### src/rtl/socket_power_pkg.sv
/*
 Package for the card socket power control register bank: byte offsets,
 field positions, reset values and supply encodings, plus the carrier structs.
 Assumes a byte-wide register access port on the socket base address.
*/
package socket_power_pkg;

	// Byte offsets relative to the socket base address
	localparam logic [11:0] OFFS_IDENT     = 12'h800;
	localparam logic [11:0] OFFS_STATUS    = 12'h801;
	localparam logic [11:0] OFFS_POWER     = 12'h802;
	localparam logic [11:0] OFFS_IRQ_GEN   = 12'h803;

	// Power control, power status and general control fields
	localparam int BIT_OUT_EN   = 7;
	localparam int BIT_AUTO_SW  = 5;
	localparam int BIT_VCC_EN   = 4;
	localparam int LEG_VCC_LO   = 3;
	localparam int VPP_LO       = 0;
	localparam int BIT_PWR_STAT = 6;
	localparam int BIT_CARD_RST = 6;
	localparam int BIT_CARD_KND = 5;

	// Reset values and the legacy revision code
	localparam logic [7:0] POWER_RESET  = 8'h00;
	localparam logic [7:0] IRQ_RESET    = 8'h00;
	localparam logic [3:0] REV_RESET    = 4'h4;
	localparam logic [3:0] REV_LEGACY   = 4'h2;

	// Write masks: only these bits hold state in each layout
	localparam logic [7:0] NATIVE_MASK  = 8'hb3;
	localparam logic [7:0] LEGACY_MASK  = 8'h9b;

	// Bits that survive a bus reset while power events are enabled
	localparam logic [7:0] STICKY_NATIVE = 8'h20;
	localparam logic [7:0] STICKY_LEGACY = 8'h9b;
	localparam logic [7:0] STICKY_IRQ    = 8'h60;

	// Detect pins have pull-ups, so an empty socket reads high
	localparam logic [1:0] DETECT_IDLE   = 2'h3;

	// Supply encodings
	localparam logic [1:0] VPP_OFF      = 2'h0;
	localparam logic [1:0] VPP_VCC      = 2'h1;
	localparam logic [1:0] VPP_12V      = 2'h2;
	localparam logic [1:0] VCC_0V       = 2'h0;
	localparam logic [1:0] VCC_5V       = 2'h2;
	localparam logic [1:0] VCC_3V3      = 2'h3;

	// Supply request toward the external power switch
	typedef struct packed {
		logic       vcc_on;
		logic       vcc_is_3v3;
		logic [1:0] vpp_sel;
	} supply_req_t;

	// Register access strobe group
	typedef struct packed {
		logic        wr;
		logic        rd;
		logic [11:0] addr;
		logic [7:0]  wdata;
	} reg_access_t;

endpackage

### src/rtl/card_socket_power_control.sv
/*
 Card socket power control register bank: power control, interrupt and
 general control, and the revision nibble that picks the register layout.
 Assumes resets and access strobes come from logic on the same clock;
 card detect pins are asynchronous and are synchronised here.
*/
// How it works
// - Bit 7 drives card_output_enable only, gating no other output
// - Native bit 6 reads zero
// - Native bit 5 enables auto switching
// - Native bit 4 enables Vcc, level selected
// - Native bits 3:2 read zero
// - Native bits 1:0 request Vpp
// - Vpp ignored while Vcc disabled
// - Legacy bits 6:5 zero, writes ignored
// - Legacy bits 4:3 request Vcc level
// - Legacy bit 2 zero, writes ignored
// - Legacy Vpp valid only with Vcc on
// - Sticky bits keep through bus reset while power events are enabled
// - General control register fully read/write
// - Bit 6 releases card reset
// - Bit 5 records card kind
// - Power status mirrors programmed power
// - Revision 0010b selects legacy layout
`timescale 1ns/10ps

module card_socket_power_control (
	input  wire logic                         clock,
	input  wire logic                         srst,
	input  wire logic                         clk_en,
	input  wire logic                         bus_reset,
	input  wire logic                         power_event_enable,
	input  wire logic                         vcc_level_select,
	input  wire socket_power_pkg::reg_access_t access,
	input  wire logic [1:0]                   card_detect_n,
	output logic [7:0]                        rdata,
	output logic                              card_output_enable,
	output logic                              card_reset_n,
	output logic                              card_kind,
	output logic                              socket_power_status,
	output socket_power_pkg::supply_req_t     supply_req
);

	typedef struct packed {
		logic [7:0]                    power;
		logic [7:0]                    irq_gen;
		logic [3:0]                    rev;
		logic [1:0]                    cd_meta;
		logic [1:0]                    cd_sync;
		logic [7:0]                    rdata;
		logic                          out_en;
		logic                          rst_n;
		logic                          kind;
		logic                          pwr_stat;
		socket_power_pkg::supply_req_t req;
	} state_t;

	state_t state_reg;
	state_t state_next;

	// Detect flops start at the empty-socket level, so no false insertion follows reset
	localparam state_t STATE_AT_RESET = '{
		power:    socket_power_pkg::POWER_RESET,
		irq_gen:  socket_power_pkg::IRQ_RESET,
		rev:      socket_power_pkg::REV_RESET,
		cd_meta:  socket_power_pkg::DETECT_IDLE,
		cd_sync:  socket_power_pkg::DETECT_IDLE,
		rdata:    8'h00,
		out_en:   1'b0,
		rst_n:    1'b0,
		kind:     1'b0,
		pwr_stat: 1'b0,
		req:      '0
	};

	// Legacy layout check, used by decode, write and read paths
	function automatic logic is_legacy(input logic [3:0] rev);
		is_legacy = (rev == socket_power_pkg::REV_LEGACY);
	endfunction

	// Decode a power control byte into a supply request
	function automatic socket_power_pkg::supply_req_t decode_power(
		input logic [7:0] pwr,
		input logic       legacy,
		input logic       level_sel,
		input logic       auto_ok
	);
		logic [1:0] vcc;
		logic [1:0] vpp;
		decode_power = '0;
		vcc = pwr[socket_power_pkg::LEG_VCC_LO +: 2];
		vpp = pwr[socket_power_pkg::VPP_LO +: 2];
		if (legacy) begin
			// Legacy Vcc decode
			// Reserved code 01 falls through to off, like 00
			decode_power.vcc_on     = (vcc == socket_power_pkg::VCC_5V) || (vcc == socket_power_pkg::VCC_3V3);
			decode_power.vcc_is_3v3 = (vcc == socket_power_pkg::VCC_3V3);
		end else begin
			decode_power.vcc_on     = pwr[socket_power_pkg::BIT_VCC_EN] && auto_ok;
			decode_power.vcc_is_3v3 = level_sel;
		end
		if (decode_power.vcc_on && (vpp == socket_power_pkg::VPP_VCC || vpp == socket_power_pkg::VPP_12V)) begin
			decode_power.vpp_sel = vpp;
		end else begin
			decode_power.vpp_sel = socket_power_pkg::VPP_OFF;
		end
	endfunction

	// Next state: register writes, decode and output staging
	always_comb begin
		logic                          legacy;
		logic                          auto_ok;
		logic [7:0]                    mask;
		socket_power_pkg::supply_req_t programmed;
		legacy     = 1'b0;
		auto_ok    = 1'b0;
		mask       = 8'h00;
		programmed = '0;
		state_next = state_reg;

		// Detect pins pass two flops before use
		state_next.cd_meta = card_detect_n;
		state_next.cd_sync = state_reg.cd_meta;

		legacy = is_legacy(state_reg.rev);
		mask = legacy ? socket_power_pkg::LEGACY_MASK : socket_power_pkg::NATIVE_MASK;

		if (access.wr) begin
			case (access.addr)
				socket_power_pkg::OFFS_IDENT: begin
					state_next.rev = access.wdata[3:0];
				end
				socket_power_pkg::OFFS_POWER: begin
					state_next.power = access.wdata & mask;
				end
				socket_power_pkg::OFFS_IRQ_GEN: begin
					state_next.irq_gen = access.wdata;
				end
				default: begin
				end
			endcase
		end

		// Re-mask on a layout change so stale reserved bits never read back
		state_next.power = state_next.power & (is_legacy(state_next.rev) ?
			socket_power_pkg::LEGACY_MASK : socket_power_pkg::NATIVE_MASK);

		// Auto switch needs card seated
		// Both detects must be low: a half-seated card gets no Vcc
		auto_ok = !state_reg.power[socket_power_pkg::BIT_AUTO_SW] || (state_reg.cd_sync == 2'h0);

		state_next.req = decode_power(state_reg.power, legacy, vcc_level_select, auto_ok);

		state_next.out_en = state_reg.power[socket_power_pkg::BIT_OUT_EN];
		state_next.rst_n  = state_reg.irq_gen[socket_power_pkg::BIT_CARD_RST];
		state_next.kind   = state_reg.irq_gen[socket_power_pkg::BIT_CARD_KND];
		// Power status from programming
		// Status ignores the detect pins so software sees what it asked for
		programmed          = decode_power(state_reg.power, legacy, vcc_level_select, 1'b1);
		state_next.pwr_stat = programmed.vcc_on;

		// Read data registered one cycle after the read strobe
		// Unmapped offsets and idle cycles return zero, never stale data
		state_next.rdata = 8'h00;
		if (access.rd) begin
			case (access.addr)
				socket_power_pkg::OFFS_IDENT:   state_next.rdata = {4'h0, state_reg.rev};
				socket_power_pkg::OFFS_STATUS:  state_next.rdata = {1'b0, state_reg.pwr_stat, 6'h00};
				socket_power_pkg::OFFS_POWER:   state_next.rdata = state_reg.power & mask;
				socket_power_pkg::OFFS_IRQ_GEN: state_next.rdata = state_reg.irq_gen;
				default:                        state_next.rdata = 8'h00;
			endcase
		end

		// Bus reset spares sticky bits only while power_event_enable is high, else loads reset values
		// Bus reset wins over a same-cycle write, so the stored bytes are the source.
		// The layout is kept with the sticky bits: a kept 3.3 V code would otherwise
		// decode as 5 V once the native mask strips bit 3.
		if (bus_reset) begin
			if (power_event_enable) begin
				state_next.rev     = state_reg.rev;
				state_next.power   = state_reg.power & (legacy ?
					socket_power_pkg::STICKY_LEGACY : socket_power_pkg::STICKY_NATIVE);
				state_next.irq_gen = state_reg.irq_gen & socket_power_pkg::STICKY_IRQ;
			end else begin
				state_next.rev     = socket_power_pkg::REV_RESET;
				state_next.power   = socket_power_pkg::POWER_RESET;
				state_next.irq_gen = socket_power_pkg::IRQ_RESET;
			end
		end
	end

	// Global reset loads the reset state (revision 4, detect flops idle high); clock enable freezes all state
	always_ff @(posedge clock) begin
		if (srst) begin
			state_reg <= STATE_AT_RESET;
		end else if (clk_en) begin
			state_reg <= state_next;
		end
	end

	assign rdata               = state_reg.rdata;
	assign card_output_enable  = state_reg.out_en;
	assign card_reset_n        = state_reg.rst_n;
	assign card_kind           = state_reg.kind;
	assign socket_power_status = state_reg.pwr_stat;
	assign supply_req          = state_reg.req;

endmodule

### config.mk
export PLATFORM = sky130hd
export DESIGN_NAME = card_socket_power_control
export DESIGN_NICKNAME = d
export VERILOG_FILES = /design/src/rtl/socket_power_pkg.sv /design/src/rtl/card_socket_power_control.sv
export SDC_FILE = /design/constraint.sdc
export NUM_CORES = 1
export LEC_CHECK = 0
export ABC_AREA = 1
export BUFFER_PORTS_ARGS = -buffer_cell sky130_fd_sc_hd__buf_2
export CORE_UTILIZATION = 50
export DETAILED_ROUTE_END_ITERATION = 12
export GPL_ROUTABILITY_DRIVEN = 0
export GPL_TIMING_DRIVEN = 0
export PLACE_DENSITY_LB_ADDON = 0.3
export SYNTH_ARGS = -nofsm -noshare
export SYNTH_HDL_FRONTEND = slang
export SYNTH_SLANG_ARGS = --single-unit
export TNS_END_PERCENT = 30
### constraint.sdc
create_clock -name clock -period 1.6 [get_ports clock]
set_input_delay 0.08 -clock clock [delete_from_list [all_inputs] [get_ports clock]]
set_output_delay 0.08 -clock clock [all_outputs]
set_load 0.05 [all_outputs]
# Yosys cells after proc, flatten, opt, wreduce, memory -nomap -nowiden
# Cells that the tools add are included.
dict set report op_classes {
  n_bitwise 4
  reduce_logical 12
  add_sub_neg 0
  n_mux 14
  mul 0
  n_lt_le_gt_ge 0
  div_mod_pow 0
  shifts 0
  n_eq_ne 11
}
# operator count
set ops {}
lappend ops {{20-bit 2-to-1 mux} 3}
lappend ops {{12-bit equality test (second input constant)} 4}
lappend ops {{8-bit AND} 4}
lappend ops {{8-bit 2-to-1 mux} 4}
lappend ops {{8-bit case mux with 4 select lines} 1}
lappend ops {{6-bit 2-to-1 mux} 2}
lappend ops {{4-bit by 2-bit equality test with 1-bit output (second input constant)} 2}
lappend ops {{2-bit equality test (second input constant)} 3}
lappend ops {{2-bit 2-to-1 mux} 3}
lappend ops {{4-bit 2-to-1 mux} 1}
lappend ops {{4-bit AND reduction} 1}
lappend ops {{2-bit nonzero test} 2}
lappend ops {{1-bit logical OR} 3}
lappend ops {{3-bit AND reduction} 1}
lappend ops {{2-bit by 1-bit equality test with 1-bit output (second input constant)} 1}
lappend ops {{1-bit logical AND} 2}
lappend ops {{2-bit zero test} 1}
lappend ops {{2-bit inequality test (second input constant)} 1}
lappend ops {{2-bit AND reduction} 1}
lappend ops {{1-bit zero test} 1}
dict set report totals {
  mem_bits_ro 0
  ramBits 0
  mem_count 0
  latchBits 0
  register_bits 40
  wordCells 55
  output_inout_bits 16
}

# Longest topological paths before layout
# Gate-level depths: netlist (run 1).
dict set report logic_depth {
  depth_word 9
  mapped_depth 11
  ltp_nobuf 11
}

# Worst setup path after synthesis (run 1)
# Ideal clock, no wire load.
dict set report synth_timing {
  path_kind {input to register}
  from {in access[15] (netlist bit)}
  to {reg state_reg[26] (netlist bit)}
  cell_stages 8
  setup_time_ps 121
  n_path_buf 0
  arrival_time_ps 1069
  path_slack_ps 410
  path_cell_list {nor2_1 nand2_2 nor2_8 nand2_4 o21ai_4 nand2_4 a21oi_1 nor3_1}
}
dict set report synth_between {
  elab_chain_cells 3
}
# element line
set synth_lines {}
lappend synth_lines {{from (decl)} card_socket_power_control.sv:34} ;# input wire socket_power_pkg::reg_access_t access,
lappend synth_lines {{12-bit equality test} card_socket_power_control.sv:129} ;# case (access.addr)
lappend synth_lines {{2-bit nonzero test (no source line)} n/a}
lappend synth_lines {{3-bit AND reduction (no source line)} n/a}
lappend synth_lines {{to (signal assigned)} card_socket_power_control.sv:198} ;# state_reg <= state_next;
lappend synth_lines {{to (decl)} card_socket_power_control.sv:58} ;# state_t state_reg;
# No other way between the ends.
# A chain may end at the register's enable or synchronous reset.

# Worst setup path in the final report (run 1)
dict set report layout_timing {
  from {reg state_reg[22] (netlist bit)}
  to {reg state_reg, in the netlist supply_req[2]}
}
dict set report layout_between {
  elab_chain_cells 2
}
# element line
set layout_lines {}
lappend layout_lines {{4-bit by 2-bit equality test with 1-bit output} card_socket_power_control.sv:78} ;# is_legacy = (rev == socket_power_pkg::REV_LEGACY);
lappend layout_lines {{2-bit 2-to-1 mux} card_socket_power_control.sv:93} ;# if (legacy) begin
# No other way between the ends.

==> impl_metrics.yaml, run 1 <==
yosys:
  syn_area_sq_mm: 0.00201
  yosysMostFrequentCell: "nand2_1"
  synthFlopType: "dfxtp_1"
  synth_cells: 283
  ys_seq_area_share_pct: 37.8
  yosys_warnings: 0
  synth_area_leaders: "dfxtp_1, nand2_1, a21oi_1"
  ys_types: 30
  synth_area_per_cell_sq_um: 7.10
  async_flop_share_pct: 0
  syn_nets: 313
  synth-edff-count: 0
  yosysTopAreaCellShare_pct: 37.8
  synth_top_area_cell: "dfxtp_1"
  ys_seq_elements: 38
  ys_top_cells_by_count: "nand2_1, dfxtp_1, a21oi_1, inv_1, nor2_1"
sta:
  clock.fmax_mhz: 702
  fin_crit_sh_pct: 89.0
  rsz0062_at_grt: "no"
  max_slew_margin_pct: 66.5
  slew_viol_final: 0
  setup-violations-final: 0
  hold_viol: 0
  min_period_ns: 1.42
  finalSetupTns_ns: 0
  skew_ns: 0.00663
  worstMarginPinSlew_ns: 0.503
routing:
  viasPerCell: 5.26
  drt_iter0_markers: 120
  vias: 2025
  wire_per_inst_um: 12.5
  drc_errors: 0
  drt-total-wl_mm: 4.82
  ant_nets: 0
  first_pass_iters: 6
pwr:
  vdd_drop_max_uv: 690
  power_frac_clock_pct: 35.1
  p_comb_share_pct: 14.2
  p_switching_mw: 0.549
  swShare_pct: 27.9
  finalPower_mw: 1.97
  p_leak_nw: 1.09
  powerDensity_mw_per_mm2: 818
  seq_power_share_pct: 50.7
  internal-power_mw: 1.42
layout:
  area_growth_pct: 19.7
  largest_register_ffs: 17
  nNetsFinal: 366
  n_fill_cell: 341
  drive_above_1_share_pct: 25.5
  antenna_cells: 0
worst_setup_path:
  crit_fanout: 4
  critPathRequiredTime_ns: 1.84
  critical_path_class: "reg -> reg"
  critPathArrivalTime_ns: 1.66
  slowest_stage: "dfxtp_1"
  worstSetupEndpointType: "flop"
  crit_path_cell_trace: "nor2_1 -> nand3_1 -> nor2_1 -> inv_1 -> o21ai_0 -> o211ai_1 -> inv_1"
  max_stage_delay_ns: 0.34
  critPathBufInv: 2
  cp_top_family: "simple AND/OR/NAND/NOR gates"
  cp-start-kind: "flop"
status:
  status: "finished, final reports clean"
place:
  hpwl_mm: 3.59
  port_buffers: 44
grt:
  grt_pass1_vias: 1722
  track_usage_pct: 24.5
  gr-total-overflow: 0
  antenna_found_initial: 0
  grt_max_degree: 13
  grt_first_pass_wirelength_mm: 7.85
clocking:
  cts_max_level: 2
  clockRootBuffer: "clkbuf_8"
  clock_path_buffers: 2
  cts_tree: "built"
  cts_sinks: 38
  path_clk_slew_ns: 0.08
  clkLatencyLatePin_ns: 0.29
  cts_resized: 0
  cts_buffers: 5
  postCtsHoldBufs: 2
  post_cts_buffers: 0
die:
  initial_core_util_pct: 53.3
  fp.coreArea_sq_mm: 0.00377
  placementRows: 22
  fp.dieArea_sq_mm: 0.00428
  die_x_um: 65.4
  die_y_um: 65.4
  ioPinCount: 46
min_path:
  hold_path_class: "in -> reg"
run:
  max-cap-violations: 0
-- cell usage in the layout (no fill, tap or decap), types with 7 or more instances in the layout --
master   synthesis  routed
a21oi_1         33      33
buf_2            1      45
buf_4           13      13
dfxtp_1         38      38
inv_1           25      25
nand2_1         58      58
nand3_1         22      22
nand4_1          7       7
nor2_1          25      25
o21ai_0         19      19
-- worst min-delay path, stage by stage --
cell     delay, ns
buf_2         0.08
a21oi_1       0.05
nor3_1        0.12
-- layer usage --
layer  GRT usage [%]  up-vias  part of all wire (%)
met2            37.6       91                    45
li1                -     1035                     -
met4            8.97        0                   1.5
met3            7.12        7                   9.2
met5               0        -                     0
met1            32.5      892                    44
-- cells by family after synthesis --
family	Yosys count	synth area share (%)
AND/OR/NAND/NOR	131	32.2
AO/OA/AOI/OAI	64	17.4
buffers and inverters	50	12.6
flip-flops	38	37.8
-- stage by stage --
stage / util, % / worst slack (ns) / hold WS [ns] / area [sq um] / std cells
CTS: 63.8 / 0.228 / 0.0831 / 2410 / 385
finish: 63.8 / 0.175 / 0.0812 / 2410 / 385
detailed placement: 60.7 / 0.129 / 0.296 / 2290 / 375
floorplan: - / 0.410 / 0.206 / 2010 / 283
global route: 63.8 / 0.00164 / 0.129 / 2410 / 385
global placement: 60.7 / 0.151 / 0.291 / 2290 / 375
-- power groups by stage --
stage / registers (mW) / clock network (mW) / logic [mW]
after floorplan: 1.03 / 0 / 0.167
after global placement: 1.02 / 0 / 0.269
after detailed placement: 1.02 / 0 / 0.273
after CTS: 0.996 / 0.698 / 0.278
after global routing: 1.00 / 0.740 / 0.306
final: 0.996 / 0.691 / 0.280
-- cell type report --
cell class | count | area, sq um | area share, %
Multi-Input combinational cell | 195 | 997 | 41.4
Clock buffer | 6 | 82.6 | 3.43
Tap cell | 48 | 60.1 | 2.50
Clock inverter | 2 | 12.5 | 0.520
Sequential cell | 38 | 761 | 31.6
Timing Repair Buffer | 46 | 240 | 9.98
Inverter | 28 | 105 | 4.37
Buffer | 22 | 148 | 6.14
-- path summary, 6_finish.rpt --
check	to	from	cells after the start	slack (ns)
setup / recovery	supply_req[2]	state_reg[22]	7	0.18
setup reg to reg	supply_req[2]	state_reg[22]	7	0.18
hold reg to reg	state_reg[31]	state_reg[31]	2	0.45
hold / removal	state_next[6]	access[6]	3	0.08
Note: power is estimated with default switching activity, not from simulation.
==> inputs of run 2 (changes only) <==
--- a/config.mk
+++ b/config.mk
@@ -12,6 +12,7 @@
 export GPL_ROUTABILITY_DRIVEN = 0
 export GPL_TIMING_DRIVEN = 0
 export PLACE_DENSITY_LB_ADDON = 0.3
+export SETUP_SLACK_MARGIN = 0.2
 export SYNTH_ARGS = -nofsm -noshare
 export SYNTH_HDL_FRONTEND = slang
 export SYNTH_SLANG_ARGS = --single-unit
==> run 2 against run 1 <==
Compared with the run above:
- clock power down 0.9%
- cell count unchanged
- count of clock-buffer cells in the layout unchanged
- wire length up 0.35%
- combinational power about the same
- sequential share of layout area down 0.098 points
- first-iteration DRC count up 9.2%
- worst hold slack about the same
- die area unchanged
- power down 0.26%
==> impl_metrics.yaml, run 2 (synthesized netlist as in run 1, its figures left out) <==
status:
  status: "finished, final reports clean"
run:
  max-cap-violations: 0
worst_setup_path:
  critPathBufInv: 1
  critPathRequiredTime_ns: 1.83
  crit_fanout: 4
  worstSetupEndpointType: "flop"
  cp-start-kind: "flop"
  critPathArrivalTime_ns: 1.57
  max_stage_delay_ns: 0.36
  cp_top_family: "simple AND/OR/NAND/NOR gates"
  critical_path_class: "reg -> reg"
  slowest_stage: "dfxtp_1"
  crit_path_frequent_cell: "nor2_1"
  crit_path_cell_trace: "nor2_2 -> nand3_2 -> nor2_1 -> inv_1 -> nor2_1 -> o21ai_0 -> a21oi_1"
place:
  port_buffers: 44
  dp_cells: 375
  dp_slack_ns: 0.129
  hpwl_mm: 3.59
  dpl_cell_area_sq_mm: 0.00229
pwr:
  p_switching_mw: 0.543
  p_leak_nw: 1.08
  internal-power_mw: 1.42
  p_comb_share_pct: 14.3
  powerDensity_mw_per_mm2: 813
  finalPower_mw: 1.96
  seq_power_share_pct: 50.8
  power_frac_clock_pct: 34.9
  vdd_drop_max_uv: 668
  swShare_pct: 27.7
layout:
  n_fill_cell: 341
  stdcell_count: 385
  area_growth_pct: 20.0
  antenna_cells: 0
  largest_register_ffs: 17
  design_area_sq_mm: 0.00241
  nNetsFinal: 366
  final_common_cell: "nand2_1"
  final_cell_mix: "nand2_1, buf_2, dfxtp_1, a21oi_1, inv_1"
  drive_above_1_share_pct: 26.1
clocking:
  post_cts_buffers: 0
  cts_tree: "built"
  cts_buffers: 5
  cts_sinks: 38
  path_clk_slew_ns: 0.07
  clock_path_buffers: 2
  clockRootBuffer: "clkbuf_8"
  clkLatencyLatePin_ns: 0.29
  cts_max_level: 2
grt:
  grt_first_pass_wirelength_mm: 7.85
  grt_pass1_vias: 1722
  gr-total-overflow: 0
  track_usage_pct: 24.5
  antenna_found_initial: 0
  grt_max_degree: 13
sta:
  skew_ns: 0.00625
  worstMarginPinSlew_ns: 0.538
  min_period_ns: 1.34
  fin_crit_sh_pct: 83.9
  clock.fmax_mhz: 745
  hold_viol: 0
  setup-violations-final: 0
  slew_viol_final: 0
  fin_ws_ns: 0.258
  max_slew_margin_pct: 64.1
  rsz0062_at_grt: "yes"
  finalSetupTns_ns: 0
die:
  placementRows: 22
  ioPinCount: 46
  die_y_um: 65.4
  initial_core_util_pct: 53.3
  fp.coreArea_sq_mm: 0.00377
  die_x_um: 65.4
  fp.dieArea_sq_mm: 0.00428
routing:
  ant_nets: 0
  drt-total-wl_mm: 4.83
  first_pass_iters: 5
  viasPerCell: 5.30
  drt_iter0_markers: 131
  vias: 2042
  wire_per_inst_um: 12.6
  drc_errors: 0
min_path:
  hold_path_class: "in -> reg"
-- run 2: cell count changes in the layout (fill, tap and decap cells not counted) --
cell / change
nand3_1: -1
nand3_2: +1
nor2_1: -1
nor2_2: +1
o21ai_0: -1
o21ai_1: +1
-- run 2: worst paths after layout --
path	start	endpoint	slack, ns	cells past startpoint
max	state_reg[22]	rdata[3]	0.26	7
min	access[6]	state_next[6]	0.08	3
max reg2reg	state_reg[22]	rdata[3]	0.26	7
min reg2reg	state_reg[25]	state_reg[25]	0.45	2
-- run 2: area by class of cell --
cell class	count	area [sq um]	share of cell area (%)
Multi-Input combinational cell	195	1000	41.6
Sequential cell	38	761	31.5
Timing Repair Buffer	46	240	9.95
Buffer	22	148	6.12
Inverter	28	105	4.35
Clock buffer	6	82.6	3.42
Tap cell	48	60.1	2.49
Clock inverter	2	12.5	0.518
-- run 2: power groups by stage --
stage | registers [mW] | logic, mW | clock network [mW]
after detailed placement | 1.02 | 0.273 | 0
after global placement | 1.02 | 0.269 | 0
final | 0.997 | 0.281 | 0.685
after floorplan | 1.03 | 0.167 | 0
after CTS | 0.996 | 0.278 | 0.698
after global routing | 1.00 | 0.306 | 0.740
-- run 2: what timing repair did --
item                                    in CTS  in global routing
hold buffers                                 2                  0
endpoints found under the setup margin       0                  8
endpoints found under the hold margin        2                  0
gates resized for setup                      0                  3
-- run 2: per-stage QoR --
step           hold slack, ns  utilization (%)
3_3_place_gp            0.291             60.7
5_1_grt                 0.129             64.0
2_1_floorplan           0.206                -
6_report               0.0807             64.0
3_5_place_dp            0.296             60.7
4_1_cts                0.0831             63.8
-- run 2: metal layers --
metal / global-route usage, % / vias up / routed length (um) / part of all wire [%]
li1: - / 1040 / - / -
met1: 32.5 / 892 / 2090 / 43
met2: 37.6 / 101 / 2170 / 45
met3: 7.12 / 9 / 475 / 9.8
met4: 8.97 / 0 / 94 / 1.9
met5: 0 / - / 0 / 0
-- run 2: worst min-delay path: cells and delay by family --
family                 cells  cell delay [ns]
AO/OA/AOI/OAI              1             0.05
buffers and inverters      1             0.08
AND/OR/NAND/NOR            1             0.12
